[config.mk]
export PLATFORM = sky130hd
export DESIGN_NAME = cfl_top
export DESIGN_NICKNAME = d
export VERILOG_FILES = /design/src/hdl/cfl_pkg.sv /design/src/hdl/cfl_ratio_meter.sv /design/src/hdl/cfl_top.sv
export SDC_FILE = /design/constraint.sdc
export NUM_CORES = 1
export LEC_CHECK = 0
export BUFFER_PORTS_ARGS = -buffer_cell sky130_fd_sc_hd__buf_2
export CORE_UTILIZATION = 56
export DETAILED_ROUTE_END_ITERATION = 12
export HOLD_SLACK_MARGIN = 0.15
export PLACE_DENSITY = 0.9
export SLEW_MARGIN = 30
export SYNTH_ARGS = -nofsm -noshare
export SYNTH_HDL_FRONTEND = slang
export SYNTH_HIERARCHICAL = 1
export SYNTH_SLANG_ARGS = --single-unit
[constraint.sdc]
create_clock -name mclk -period 4.58 [get_ports mclk]
set_input_delay 0.229 -clock mclk [delete_from_list [all_inputs] [get_ports mclk]]
set_output_delay 0.229 -clock mclk [all_outputs]
set_load 0.01 [all_outputs]
[src/hdl/cfl_pkg.sv]
// Package holding register map, field layout, reset values and loop constants.
package cfl_pkg;
    localparam logic [7:0]  OFS_INTENCLR   = 8'h00;
    localparam logic [7:0]  OFS_INTERRUPT_ENABLE_SET   = 8'h04;
    localparam logic [7:0]  OFS_CLOCK_EVENT_FLAGS    = 8'h08;
    localparam logic [7:0]  OFS_STATUS     = 8'h0C;
    localparam logic [7:0]  OFS_CONTROL    = 8'h10;
    localparam logic [7:0]  OFS_MULT       = 8'h14;
    localparam logic [7:0]  OFS_VALUE      = 8'h18;

    localparam int          BIT_XOSC_RDY   = 0;
    localparam int          BIT_READY      = 4;
    localparam int          BIT_OOB        = 5;
    localparam int          BIT_FINE_LOCK  = 6;
    localparam int          BIT_CRS_LOCK   = 7;
    localparam int          BIT_REF_STOP   = 8;
    localparam int          BIT_LTO        = 17;
    localparam logic [31:0] FLAG_MASK      = 32'h0003_8FFF;
    localparam logic [31:0] FLAG_RESET     = 32'h0000_0000;

    localparam int          CTL_ENABLE     = 0;
    localparam int          CTL_CLOSED     = 1;
    localparam int          CTL_STABLE     = 2;
    localparam logic [2:0]  CTL_RESET      = 3'h0;

    localparam int          MUL_W          = 8;
    localparam logic [7:0]  MUL_RESET      = 8'h20;
    localparam int          MUL_MAX        = 255;
    localparam int          CNT_W          = 10;
    localparam logic [9:0]  CNT_MAX        = 10'h3FF;
    localparam logic [9:0]  REF_STOP_CYCLES = 10'(2 * MUL_MAX);
    localparam int          RATIO_DIFFERENCE_W         = 11;
    localparam int          CRS_W          = 6;
    localparam int          FINE_W         = 10;
    localparam logic [5:0]  CRS_RESET      = 6'h20;
    localparam logic [9:0]  FINE_MID       = 10'h200;
    localparam logic [9:0]  FINE_TOP       = 10'h3FF;
    localparam logic signed [10:0] CRS_TOL  = 11'sd4;
    localparam logic signed [10:0] FINE_TOL = 11'sd0;

    typedef enum logic [1:0] {
        CFL_OFF    = 2'b00,
        CFL_COARSE = 2'b01,
        CFL_FINE   = 2'b10,
        CFL_TRACK  = 2'b11
    } cfl_state_t;
endpackage

[src/hdl/cfl_ratio_meter.sv]
// Ratio meter counting clock cycles between reference edges and spotting a stopped reference.
module cfl_ratio_meter
    import cfl_pkg::*;
(
    input  wire logic             mclk,
    input  wire logic             arst_n,
    input  wire logic             ref_level,
    output logic                  meas_valid,
    output logic [CNT_W-1:0]      meas_count,
    output logic                  ref_stopped
);
    logic             prev_ref;
    logic             have_edge;
    logic [CNT_W-1:0] cnt;
    logic             rise;
    logic             next_have_edge;
    logic             next_stopped;
    logic             next_valid;
    logic [CNT_W-1:0] next_cnt;
    logic [CNT_W-1:0] next_count;

    always_comb begin
        rise           = ref_level & ~prev_ref;
        next_have_edge = have_edge | rise;
        next_valid     = rise & have_edge & ~ref_stopped;
        next_count     = rise ? cnt : meas_count;
        if (rise) begin
            next_cnt = CNT_W'(1);
        end else if (cnt == CNT_MAX) begin
            next_cnt = cnt;
        end else begin
            next_cnt = cnt + CNT_W'(1);
        end
        if (rise) begin
            next_stopped = 1'b0;
        end else if (cnt >= REF_STOP_CYCLES) begin
            next_stopped = 1'b1;
        end else begin
            next_stopped = ref_stopped;
        end
    end

    always_ff @(posedge mclk or negedge arst_n) begin
        if (!arst_n) begin
            prev_ref    <= 1'b0;
            have_edge   <= 1'b0;
            cnt         <= '0;
            meas_valid  <= 1'b0;
            meas_count  <= '0;
            ref_stopped <= 1'b0;
        end else begin
            prev_ref    <= ref_level;
            have_edge   <= next_have_edge;
            cnt         <= next_cnt;
            meas_valid  <= next_valid;
            meas_count  <= next_count;
            ref_stopped <= next_stopped;
        end
    end

    ref_stop_det_a: assert property (@(posedge mclk) disable iff (!arst_n)
        (cnt >= REF_STOP_CYCLES && !rise) |=> ref_stopped)
        else $error("Stopped reference not flagged.");
endmodule

[src/hdl/cfl_top.sv]
// Closed-loop frequency locker with APB registers, event flags and interrupt.
// What this block does
// - Coarse search first, then coarse-lock bit.
// - Fine trim tuning after coarse, then fine-lock.
// - Lock bits raise interrupt when enabled.
// - Ready bit marks loop clock usable.
// - Store measured ratio minus multiplier as difference.
// - Unstable mode keeps retuning fine, locks kept.
// - Fine trim over or underflow sets out-of-bounds.
// - Slow or stopped reference sets stopped bit.
// - Stopped reference holds trims; resumes on restart.
// - Reference-stopped rising edge requests interrupt.
// - Enable-set writes of one set enables.
// - Crystal ready flag interrupts when enabled.
// - Writing one clears a flag; zero ignored.
// - Lock-timeout flag sets on status rising edge.
// - Fuse-selected flags may be set at startup.
//
// Design decision made here: register access over APB.
module cfl_top
    import cfl_pkg::*;
(
    input  wire logic              mclk,
    input  wire logic              arst_n,
    input  wire logic              psel,
    input  wire logic              penable,
    input  wire logic              pwrite,
    input  wire logic [7:0]        paddr,
    input  wire logic [31:0]       pwdata,
    output logic [31:0]            prdata,
    output logic                   pready,
    output logic                   pslverr,
    input  wire logic              ref_level,
    input  wire logic              crystal_osc_ready,
    input  wire logic              pll_lock_timeout,
    input  wire logic [7:0]        misc_status,
    input  wire logic [31:0]       fuse_flags,
    output logic [CRS_W-1:0]       coarse_trim,
    output logic [FINE_W-1:0]      fine_trim,
    output logic                   irq
);
    logic [31:0]               interrupt_flags;
    logic [31:0]               interrupt_enable;
    logic [31:0]               prev_status;
    logic                      fuse_done;
    logic [2:0]                loop_control;
    logic [MUL_W-1:0]          multiply_target;
    cfl_state_t                state;
    logic                      coarse_lock_status;
    logic                      fine_lock_status;
    logic                      loop_clock_ready;
    logic                      fine_trim_out_of_bounds;
    logic signed [RATIO_DIFFERENCE_W-1:0]  ratio_difference;
    logic                      meas_valid;
    logic [CNT_W-1:0]          meas_count;
    logic                      reference_stopped;
    logic [31:0]               status_now;
    logic [31:0]               rise;
    wire logic [31:0]          next_flags;
    wire logic [31:0]          next_enable;
    logic [31:0]               next_prdata;
    logic                      addr_ok;
    logic                      wr;
    logic                      next_fuse_done;
    logic [2:0]                next_control;
    logic [MUL_W-1:0]          next_mul;
    cfl_state_t                next_state;
    logic [CRS_W-1:0]          next_coarse;
    logic [FINE_W-1:0]         next_fine;
    logic                      next_clock;
    logic                      next_cl;
    logic                      next_fl;
    logic                      next_oob;
    logic                      next_ready;
    logic signed [RATIO_DIFFERENCE_W-1:0]  next_ratio_difference;
    logic signed [RATIO_DIFFERENCE_W-1:0]  meas_ratio_difference;
    logic                      loop_on;
    logic                      closed_run;

    cfl_ratio_meter u_meter (
        .mclk        (mclk),
        .arst_n      (arst_n),
        .ref_level   (ref_level),
        .meas_valid  (meas_valid),
        .meas_count  (meas_count),
        .ref_stopped (reference_stopped)
    );

    // APB slave with zero wait states; read data is captured in the setup cycle.
    always_comb begin
        pready  = 1'b1;
        addr_ok = (paddr == OFS_INTENCLR) || (paddr == OFS_INTERRUPT_ENABLE_SET) ||
                  (paddr == OFS_CLOCK_EVENT_FLAGS) || (paddr == OFS_STATUS) ||
                  (paddr == OFS_CONTROL) || (paddr == OFS_MULT) || (paddr == OFS_VALUE);
        pslverr = psel & penable & ~addr_ok;
        wr      = psel & penable & pwrite & addr_ok;
        next_prdata = prdata;
        if (psel && !penable && !pwrite) begin
            unique case (paddr)
                OFS_INTENCLR: next_prdata = interrupt_enable;
                OFS_INTERRUPT_ENABLE_SET: next_prdata = interrupt_enable;
                OFS_CLOCK_EVENT_FLAGS:  next_prdata = interrupt_flags & FLAG_MASK;
                OFS_STATUS:   next_prdata = status_now;
                OFS_CONTROL:  next_prdata = {29'h0, loop_control};
                OFS_MULT:     next_prdata = {24'h0, multiply_target};
                OFS_VALUE:    next_prdata = {{(32-RATIO_DIFFERENCE_W-16){ratio_difference[RATIO_DIFFERENCE_W-1]}},
                                             ratio_difference, coarse_trim, fine_trim};
                default:      next_prdata = 32'h0000_0000;
            endcase
        end
    end

    // Status vector feeding the sticky flags.
    always_comb begin
        status_now                = 32'h0000_0000;
        status_now[BIT_XOSC_RDY]  = crystal_osc_ready;
        status_now[3:1]           = misc_status[2:0];
        status_now[BIT_READY]     = loop_clock_ready;
        status_now[BIT_OOB]       = fine_trim_out_of_bounds;
        status_now[BIT_FINE_LOCK] = fine_lock_status;
        status_now[BIT_CRS_LOCK]  = coarse_lock_status;
        status_now[BIT_REF_STOP]  = reference_stopped;
        status_now[11:9]          = misc_status[5:3];
        status_now[16:15]         = misc_status[7:6];
        status_now[BIT_LTO]       = pll_lock_timeout;
        rise                      = status_now & ~prev_status & FLAG_MASK;
        next_fuse_done            = 1'b1;
    end

    // Each flag sets on its status rising edge; a set in the clearing cycle wins.
    genvar g;
    generate
        for (g = 0; g < 32; g++) begin : g_flag
            if (FLAG_MASK[g]) begin : g_used
                assign next_flags[g] = rise[g]
                    | (~fuse_done & fuse_flags[g])
                    | (interrupt_flags[g] & ~(wr && paddr == OFS_CLOCK_EVENT_FLAGS && pwdata[g]));
                assign next_enable[g] =
                    (wr && paddr == OFS_INTERRUPT_ENABLE_SET && pwdata[g]) ? 1'b1 :
                    (wr && paddr == OFS_INTENCLR && pwdata[g]) ? 1'b0 :
                    interrupt_enable[g];
            end else begin : g_rsvd
                assign next_flags[g]  = 1'b0;
                assign next_enable[g] = 1'b0;
            end
        end
    endgenerate

    assign irq = |(interrupt_flags & interrupt_enable);

    always_ff @(posedge mclk or negedge arst_n) begin
        if (!arst_n) begin
            prdata           <= 32'h0000_0000;
            interrupt_flags  <= FLAG_RESET;
            interrupt_enable <= 32'h0000_0000;
            prev_status      <= 32'h0000_0000;
            fuse_done        <= 1'b0;
        end else begin
            prdata           <= next_prdata;
            interrupt_flags  <= next_flags;
            interrupt_enable <= next_enable;
            prev_status      <= status_now;
            fuse_done        <= next_fuse_done;
        end
    end

    // Control registers and the two-stage tuner.
    always_comb begin
        next_control = loop_control;
        next_mul     = multiply_target;
        if (wr && paddr == OFS_CONTROL) begin
            next_control = pwdata[2:0];
        end
        if (wr && paddr == OFS_MULT) begin
            next_mul = pwdata[MUL_W-1:0];
        end
        loop_on    = loop_control[CTL_ENABLE];
        closed_run = loop_on & loop_control[CTL_CLOSED] & ~reference_stopped;
        meas_ratio_difference  = $signed({1'b0, meas_count}) - $signed({3'b000, multiply_target});
        next_state = state;
        next_coarse = coarse_trim;
        next_fine   = fine_trim;
        next_cl     = coarse_lock_status;
        next_fl     = fine_lock_status;
        next_oob    = fine_trim_out_of_bounds;
        next_ready  = loop_on;
        next_ratio_difference   = ratio_difference;
        next_clock  = 1'b0;
        if (!loop_on || !loop_control[CTL_CLOSED]) begin
            next_state = CFL_OFF;
            next_cl    = 1'b0;
            next_fl    = 1'b0;
            next_oob   = 1'b0;
            if (wr && paddr == OFS_VALUE) begin
                next_fine   = pwdata[FINE_W-1:0];
                next_coarse = pwdata[FINE_W+CRS_W-1:FINE_W];
            end
        end else if (closed_run && meas_valid) begin
            next_ratio_difference = meas_ratio_difference;
            unique case (state)
                CFL_OFF: begin
                    next_state = CFL_COARSE;
                end
                CFL_COARSE: begin
                    if (meas_ratio_difference > CRS_TOL) begin
                        next_coarse = coarse_trim - CRS_W'(1);
                    end else if (meas_ratio_difference < -CRS_TOL) begin
                        next_coarse = coarse_trim + CRS_W'(1);
                    end else begin
                        next_cl    = 1'b1;
                        next_fine  = FINE_MID;
                        next_state = CFL_FINE;
                    end
                end
                CFL_FINE, CFL_TRACK: begin
                    next_clock = (state == CFL_FINE) || !loop_control[CTL_STABLE];
                    if (meas_ratio_difference >= -FINE_TOL && meas_ratio_difference <= FINE_TOL) begin
                        next_fl    = 1'b1;
                        next_state = CFL_TRACK;
                    end
                end
            endcase
            if (next_clock && meas_ratio_difference > FINE_TOL) begin
                if (fine_trim == '0) begin
                    next_oob = 1'b1;
                end else begin
                    next_fine = fine_trim - FINE_W'(1);
                end
            end else if (next_clock && meas_ratio_difference < -FINE_TOL) begin
                if (fine_trim == FINE_TOP) begin
                    next_oob = 1'b1;
                end else begin
                    next_fine = fine_trim + FINE_W'(1);
                end
            end
        end
    end

    always_ff @(posedge mclk or negedge arst_n) begin
        if (!arst_n) begin
            loop_control            <= CTL_RESET;
            multiply_target         <= MUL_RESET;
            state                   <= CFL_OFF;
            coarse_trim             <= CRS_RESET;
            fine_trim               <= FINE_MID;
            coarse_lock_status      <= 1'b0;
            fine_lock_status        <= 1'b0;
            fine_trim_out_of_bounds <= 1'b0;
            loop_clock_ready        <= 1'b0;
            ratio_difference        <= '0;
        end else begin
            loop_control            <= next_control;
            multiply_target         <= next_mul;
            state                   <= next_state;
            coarse_trim             <= next_coarse;
            fine_trim               <= next_fine;
            coarse_lock_status      <= next_cl;
            fine_lock_status        <= next_fl;
            fine_trim_out_of_bounds <= next_oob;
            loop_clock_ready        <= next_ready;
            ratio_difference        <= next_ratio_difference;
        end
    end

    fine_after_coarse_a: assert property (@(posedge mclk) disable iff (!arst_n)
        fine_lock_status |-> coarse_lock_status)
        else $error("Fine lock without coarse lock.");

    coarse_lock_set_a: assert property (@(posedge mclk) disable iff (!arst_n)
        (state == CFL_COARSE && closed_run && meas_valid && meas_ratio_difference <= CRS_TOL
         && meas_ratio_difference >= -CRS_TOL) |=> (coarse_lock_status && state == CFL_FINE))
        else $error("Coarse lock not taken.");

    ratio_difference_store_a: assert property (@(posedge mclk) disable iff (!arst_n)
        (closed_run && meas_valid && loop_control[CTL_CLOSED])
        |=> ratio_difference == $past(meas_ratio_difference))
        else $error("Ratio difference not stored.");

    oob_set_a: assert property (@(posedge mclk) disable iff (!arst_n)
        (closed_run && meas_valid && state == CFL_TRACK && !loop_control[CTL_STABLE]
         && ((fine_trim == FINE_TOP && meas_ratio_difference < -FINE_TOL)
             || (fine_trim == '0 && meas_ratio_difference > FINE_TOL))) |=> fine_trim_out_of_bounds)
        else $error("Fine overflow or underflow not flagged.");

    stopped_hold_a: assert property (@(posedge mclk) disable iff (!arst_n)
        (reference_stopped && loop_control[CTL_CLOSED] && !(wr && paddr == OFS_CONTROL))
        |=> $stable(fine_trim) && $stable(coarse_trim))
        else $error("Trims moved while reference stopped.");

    flag_rise_a: assert property (@(posedge mclk) disable iff (!arst_n)
        (fuse_done && pll_lock_timeout && !prev_status[BIT_LTO]) |=> interrupt_flags[BIT_LTO])
        else $error("Lock-timeout flag missed its edge.");

    flag_clear_a: assert property (@(posedge mclk) disable iff (!arst_n)
        (wr && paddr == OFS_CLOCK_EVENT_FLAGS && pwdata[BIT_XOSC_RDY] && !rise[BIT_XOSC_RDY])
        |=> !interrupt_flags[BIT_XOSC_RDY])
        else $error("Write-one did not clear flag.");

    enable_set_a: assert property (@(posedge mclk) disable iff (!arst_n)
        (wr && paddr == OFS_INTERRUPT_ENABLE_SET && pwdata[BIT_XOSC_RDY]) |=> interrupt_enable[BIT_XOSC_RDY])
        else $error("Enable-set write ignored.");

    irq_level_a: assert property (@(posedge mclk) disable iff (!arst_n)
        (interrupt_flags[BIT_REF_STOP] && interrupt_enable[BIT_REF_STOP]) |-> irq)
        else $error("Enabled flag without interrupt.");

    reserved_zero_a: assert property (@(posedge mclk) disable iff (!arst_n)
        (interrupt_flags & ~FLAG_MASK) == 32'h0000_0000)
        else $error("Reserved flag bit set.");
endmodule

==> metrics.yaml <==
cts_setup_buffers: 0
num_vias: 7484
arrival_ns: 4.08
area_growth_pct: 22.6
final_antenna_net_count: 0
via_per_inst: 6.42
cts_buffer_depth: 2
cp_max_fo: 8
cts_hold_buf: 48
drt_iter0_markers: 952
cts-root-buf: "clkbuf_16"
ys_seq_elements: 141
grt_first_pass_wirelength_um: 37300
syn_area_per_cell_um2: 9.01
insertion_delay_ns: 0.43
boundaryPins: 139
drv_slew: 0
seq_area_frac_synth: 0.464
fmax_mhz: 265
endpoint_kind: "flop"
synth_top_area_cell: "dfrtp_1"
nFillCells: 906
hpwl_um: 14400
gp_congestion: 0.918
syn_inst: 844
hp-class: "primary input to flop"
startpoint: "u_meter/meas_count[0]"
fin_util: 0.704
cts_max_level: 4
start_kind: "flop"
setup-violations-final: 0
crit_type: "flop to flop"
fin_nets: 1078
wl_um: 23200
leakage_uw: 0.00425
cap_viol_max_count: 0
fin_crit_sh: 0.823
port_buffers: 106
pre_cts_slack_ns: 0.859
clk_pin_slew_ns: 0.06
die-area_um2: 14100
core_um2: 13200
placed_area_um2: 8190
drc: 0
max-slew-margin-rel: 0.271
rows: 42
synth_ff_type: "dfrtp_1"
drive_above_1_share: 0.175
avgRoutedWirePerCell_um: 19.9
first_pass_iters: 6
synth_edf_count: 0
hold_start: "pwdata[13]"
setup_ws_ns: 0.812
power_density_nw_per_um2: 388
cts_resized: 0
finalClockSkew_ns: 0.0110
tightest_slew_ns: 1.08
cp.required_ns: 4.89
grt.total_usage: 0.342
fp.dieW_um: 119
yosys_warnings: 6
finalHoldWorstSlack_ns: 0.185
die_h_um: 119
period_needed_ns: 3.77
setup-tns-final_ns: 0
grt_pass1_vias: 7414
async_flop_share: 1.00
antenna_found_initial: 1
tritoncts: "done"
overflow: 0
final_cell_area_um2: 9330
synth_cell_types: 75
start_util: 0.574
cts_buffers: 17
yosysTopAreaCellShare: 0.454
synth_area_leaders: "dfrtp_1 (45%), nand2_1 (8.3%), inv_1 (2.7%)"
rsz0062_at_grt: "no"
r2r_start: "u_meter/meas_count[0]"
ir_drop_v: 0.000362
hold_viol: 0
netlist_area_um2: 7610
grt_max_degree: 98
outcome: "complete, no violations"
numClockSinks: 141
state kept, by name, indices dropped and copies added (netlist names), 2 cells and up:
signal	cells
coarse_trim	6
fine_trim	10
interrupt_enable	15
interrupt_flags	15
loop_control	3
multiply_target	8
prdata	27
prev_status	15
ratio_difference	11
state	2
u_meter/cnt	10
u_meter/meas_count	10
path summary, 6_finish.rpt:
kind	end	slack (ns)	cells past startpoint
min reg2reg	prev_status[4]	0.42	0
min in group asynchronous	prev_status[1]	0.45	2
max reg2reg	coarse_trim[4]	0.81	15
max	coarse_trim[4]	0.81	15
min	coarse_trim[3]	0.18	4
max in group asynchronous	coarse_trim[3]	2.98	3
stage by stage:
step | std cells | power [uW]
2_1_floorplan | 845 | 1920
3_3_place_gp | 1084 | 2070
3_5_place_dp | 1084 | 2090
4_1_cts | 1164 | 3600
5_1_grt | 1165 | 3730
6_report | 1166 | 3620
where the power goes:
group          switching (uW)  leakage (uW)  internal [uW]
clock network             558      0.000302            943
registers                54.4       0.00175           1300
logic                     480       0.00220            289
total                    1090       0.00425           2530
routing by layer:
metal / vias to the layer above / routed length (um) / track usage
met3: 151 / 2510 / 0.103
met4: 0 / 1390 / 0.222
li1: 3282 / - / -
met1: 3517 / 8530 / 0.413
met5: - / 0 / 0
met2: 534 / 10700 / 0.532
cells in the final DEF, fill, tap and decap left out, drive strengths merged, types with 7 or more instances in the layout:
cell	synthesis	final
clkbuf	29	19
o221ai	16	16
inv	55	58
dlygate4sd3	0	48
nand2	169	169
nor3	24	24
dfrtp	138	138
a222oi	8	8
buf	19	112
a31oi	13	13
mux2	15	15
nand2b	10	10
a22oi	10	10
nor2	51	51
o211ai	7	7
nand3	36	36
a21oi	31	31
or3	9	9
xnor2	8	8
ha	13	13
o21ai	51	51
a211oi	9	9
and3	9	9
mux2i	17	17
kinds of logic after synthesis:
logic type	count (synthesis)	synth area share
compound gates	194	0.183
xor+xnor	14	0.0161
fa+ha+maj	14	0.0240
buf+inv	103	0.0564
flops	141	0.464
mux	32	0.0446
other cells	1	0.000493
simple gates	345	0.211
synthesized netlist by cell type, types with 3 or more instances:
| library cell | instances |
|---|---|
| nand2_1 | 169 |
| dfrtp_1 | 138 |
| inv_1 | 54 |
| nor2_1 | 51 |
| nand3_1 | 35 |
| a21oi_1 | 29 |
| clkbuf_1 | 29 |
| o21ai_1 | 29 |
| o21ai_0 | 22 |
| nor3_1 | 20 |
| mux2i_1 | 17 |
| o221ai_1 | 16 |
| a31oi_1 | 13 |
| ha_1 | 13 |
| mux2_1 | 12 |
| a22oi_1 | 10 |
| buf_2 | 10 |
| nand2b_1 | 10 |
| and3_1 | 9 |
| or3_1 | 9 |
| a222oi_1 | 8 |
| xnor2_1 | 8 |
| a211oi_1 | 7 |
| a21o_1 | 6 |
| and2_1 | 6 |
| buf_4 | 6 |
| nor2b_1 | 6 |
| nor4_1 | 6 |
| o211ai_1 | 6 |
| xor2_1 | 6 |
| nand4_1 | 5 |
| nand4b_1 | 4 |
| o21a_1 | 4 |
| o311ai_1 | 4 |
| a2111oi_0 | 3 |
| a221o_1 | 3 |
| a221oi_1 | 3 |
| a311oi_1 | 3 |
| and4_1 | 3 |
| dfstp_2 | 3 |
| mux2_2 | 3 |
| nor3_2 | 3 |
| o31ai_1 | 3 |
| o41ai_1 | 3 |
layout make-up:
cell class | count | area (um2) | area share
repair buffers | 160 | 1070 | 0.114
diodes | 1 | 2.50 | 0.000268
flip-flops and latches | 141 | 3530 | 0.379
clock inverters | 13 | 186 | 0.0200
well taps | 176 | 220 | 0.0236
inverters | 55 | 206 | 0.0221
multi-input cells | 601 | 3660 | 0.392
clock buffers | 19 | 453 | 0.0486
worst max-delay path, stage by stage (launching register included):
cell      delay, ns
dfrtp_1        0.38
inv_1          0.07
ha_1           0.16
inv_1          0.05
fa_1           0.42
a211oi_1       0.36
o21bai_2       0.12
o31ai_1        0.26
xnor2_1        0.19
nand3_2        0.25
o31ai_4        0.45
xnor2_1        0.18
ha_1           0.23
and3_1         0.17
mux2i_1        0.08
o311ai_1       0.27
Power figures use the tool's default switching activity.
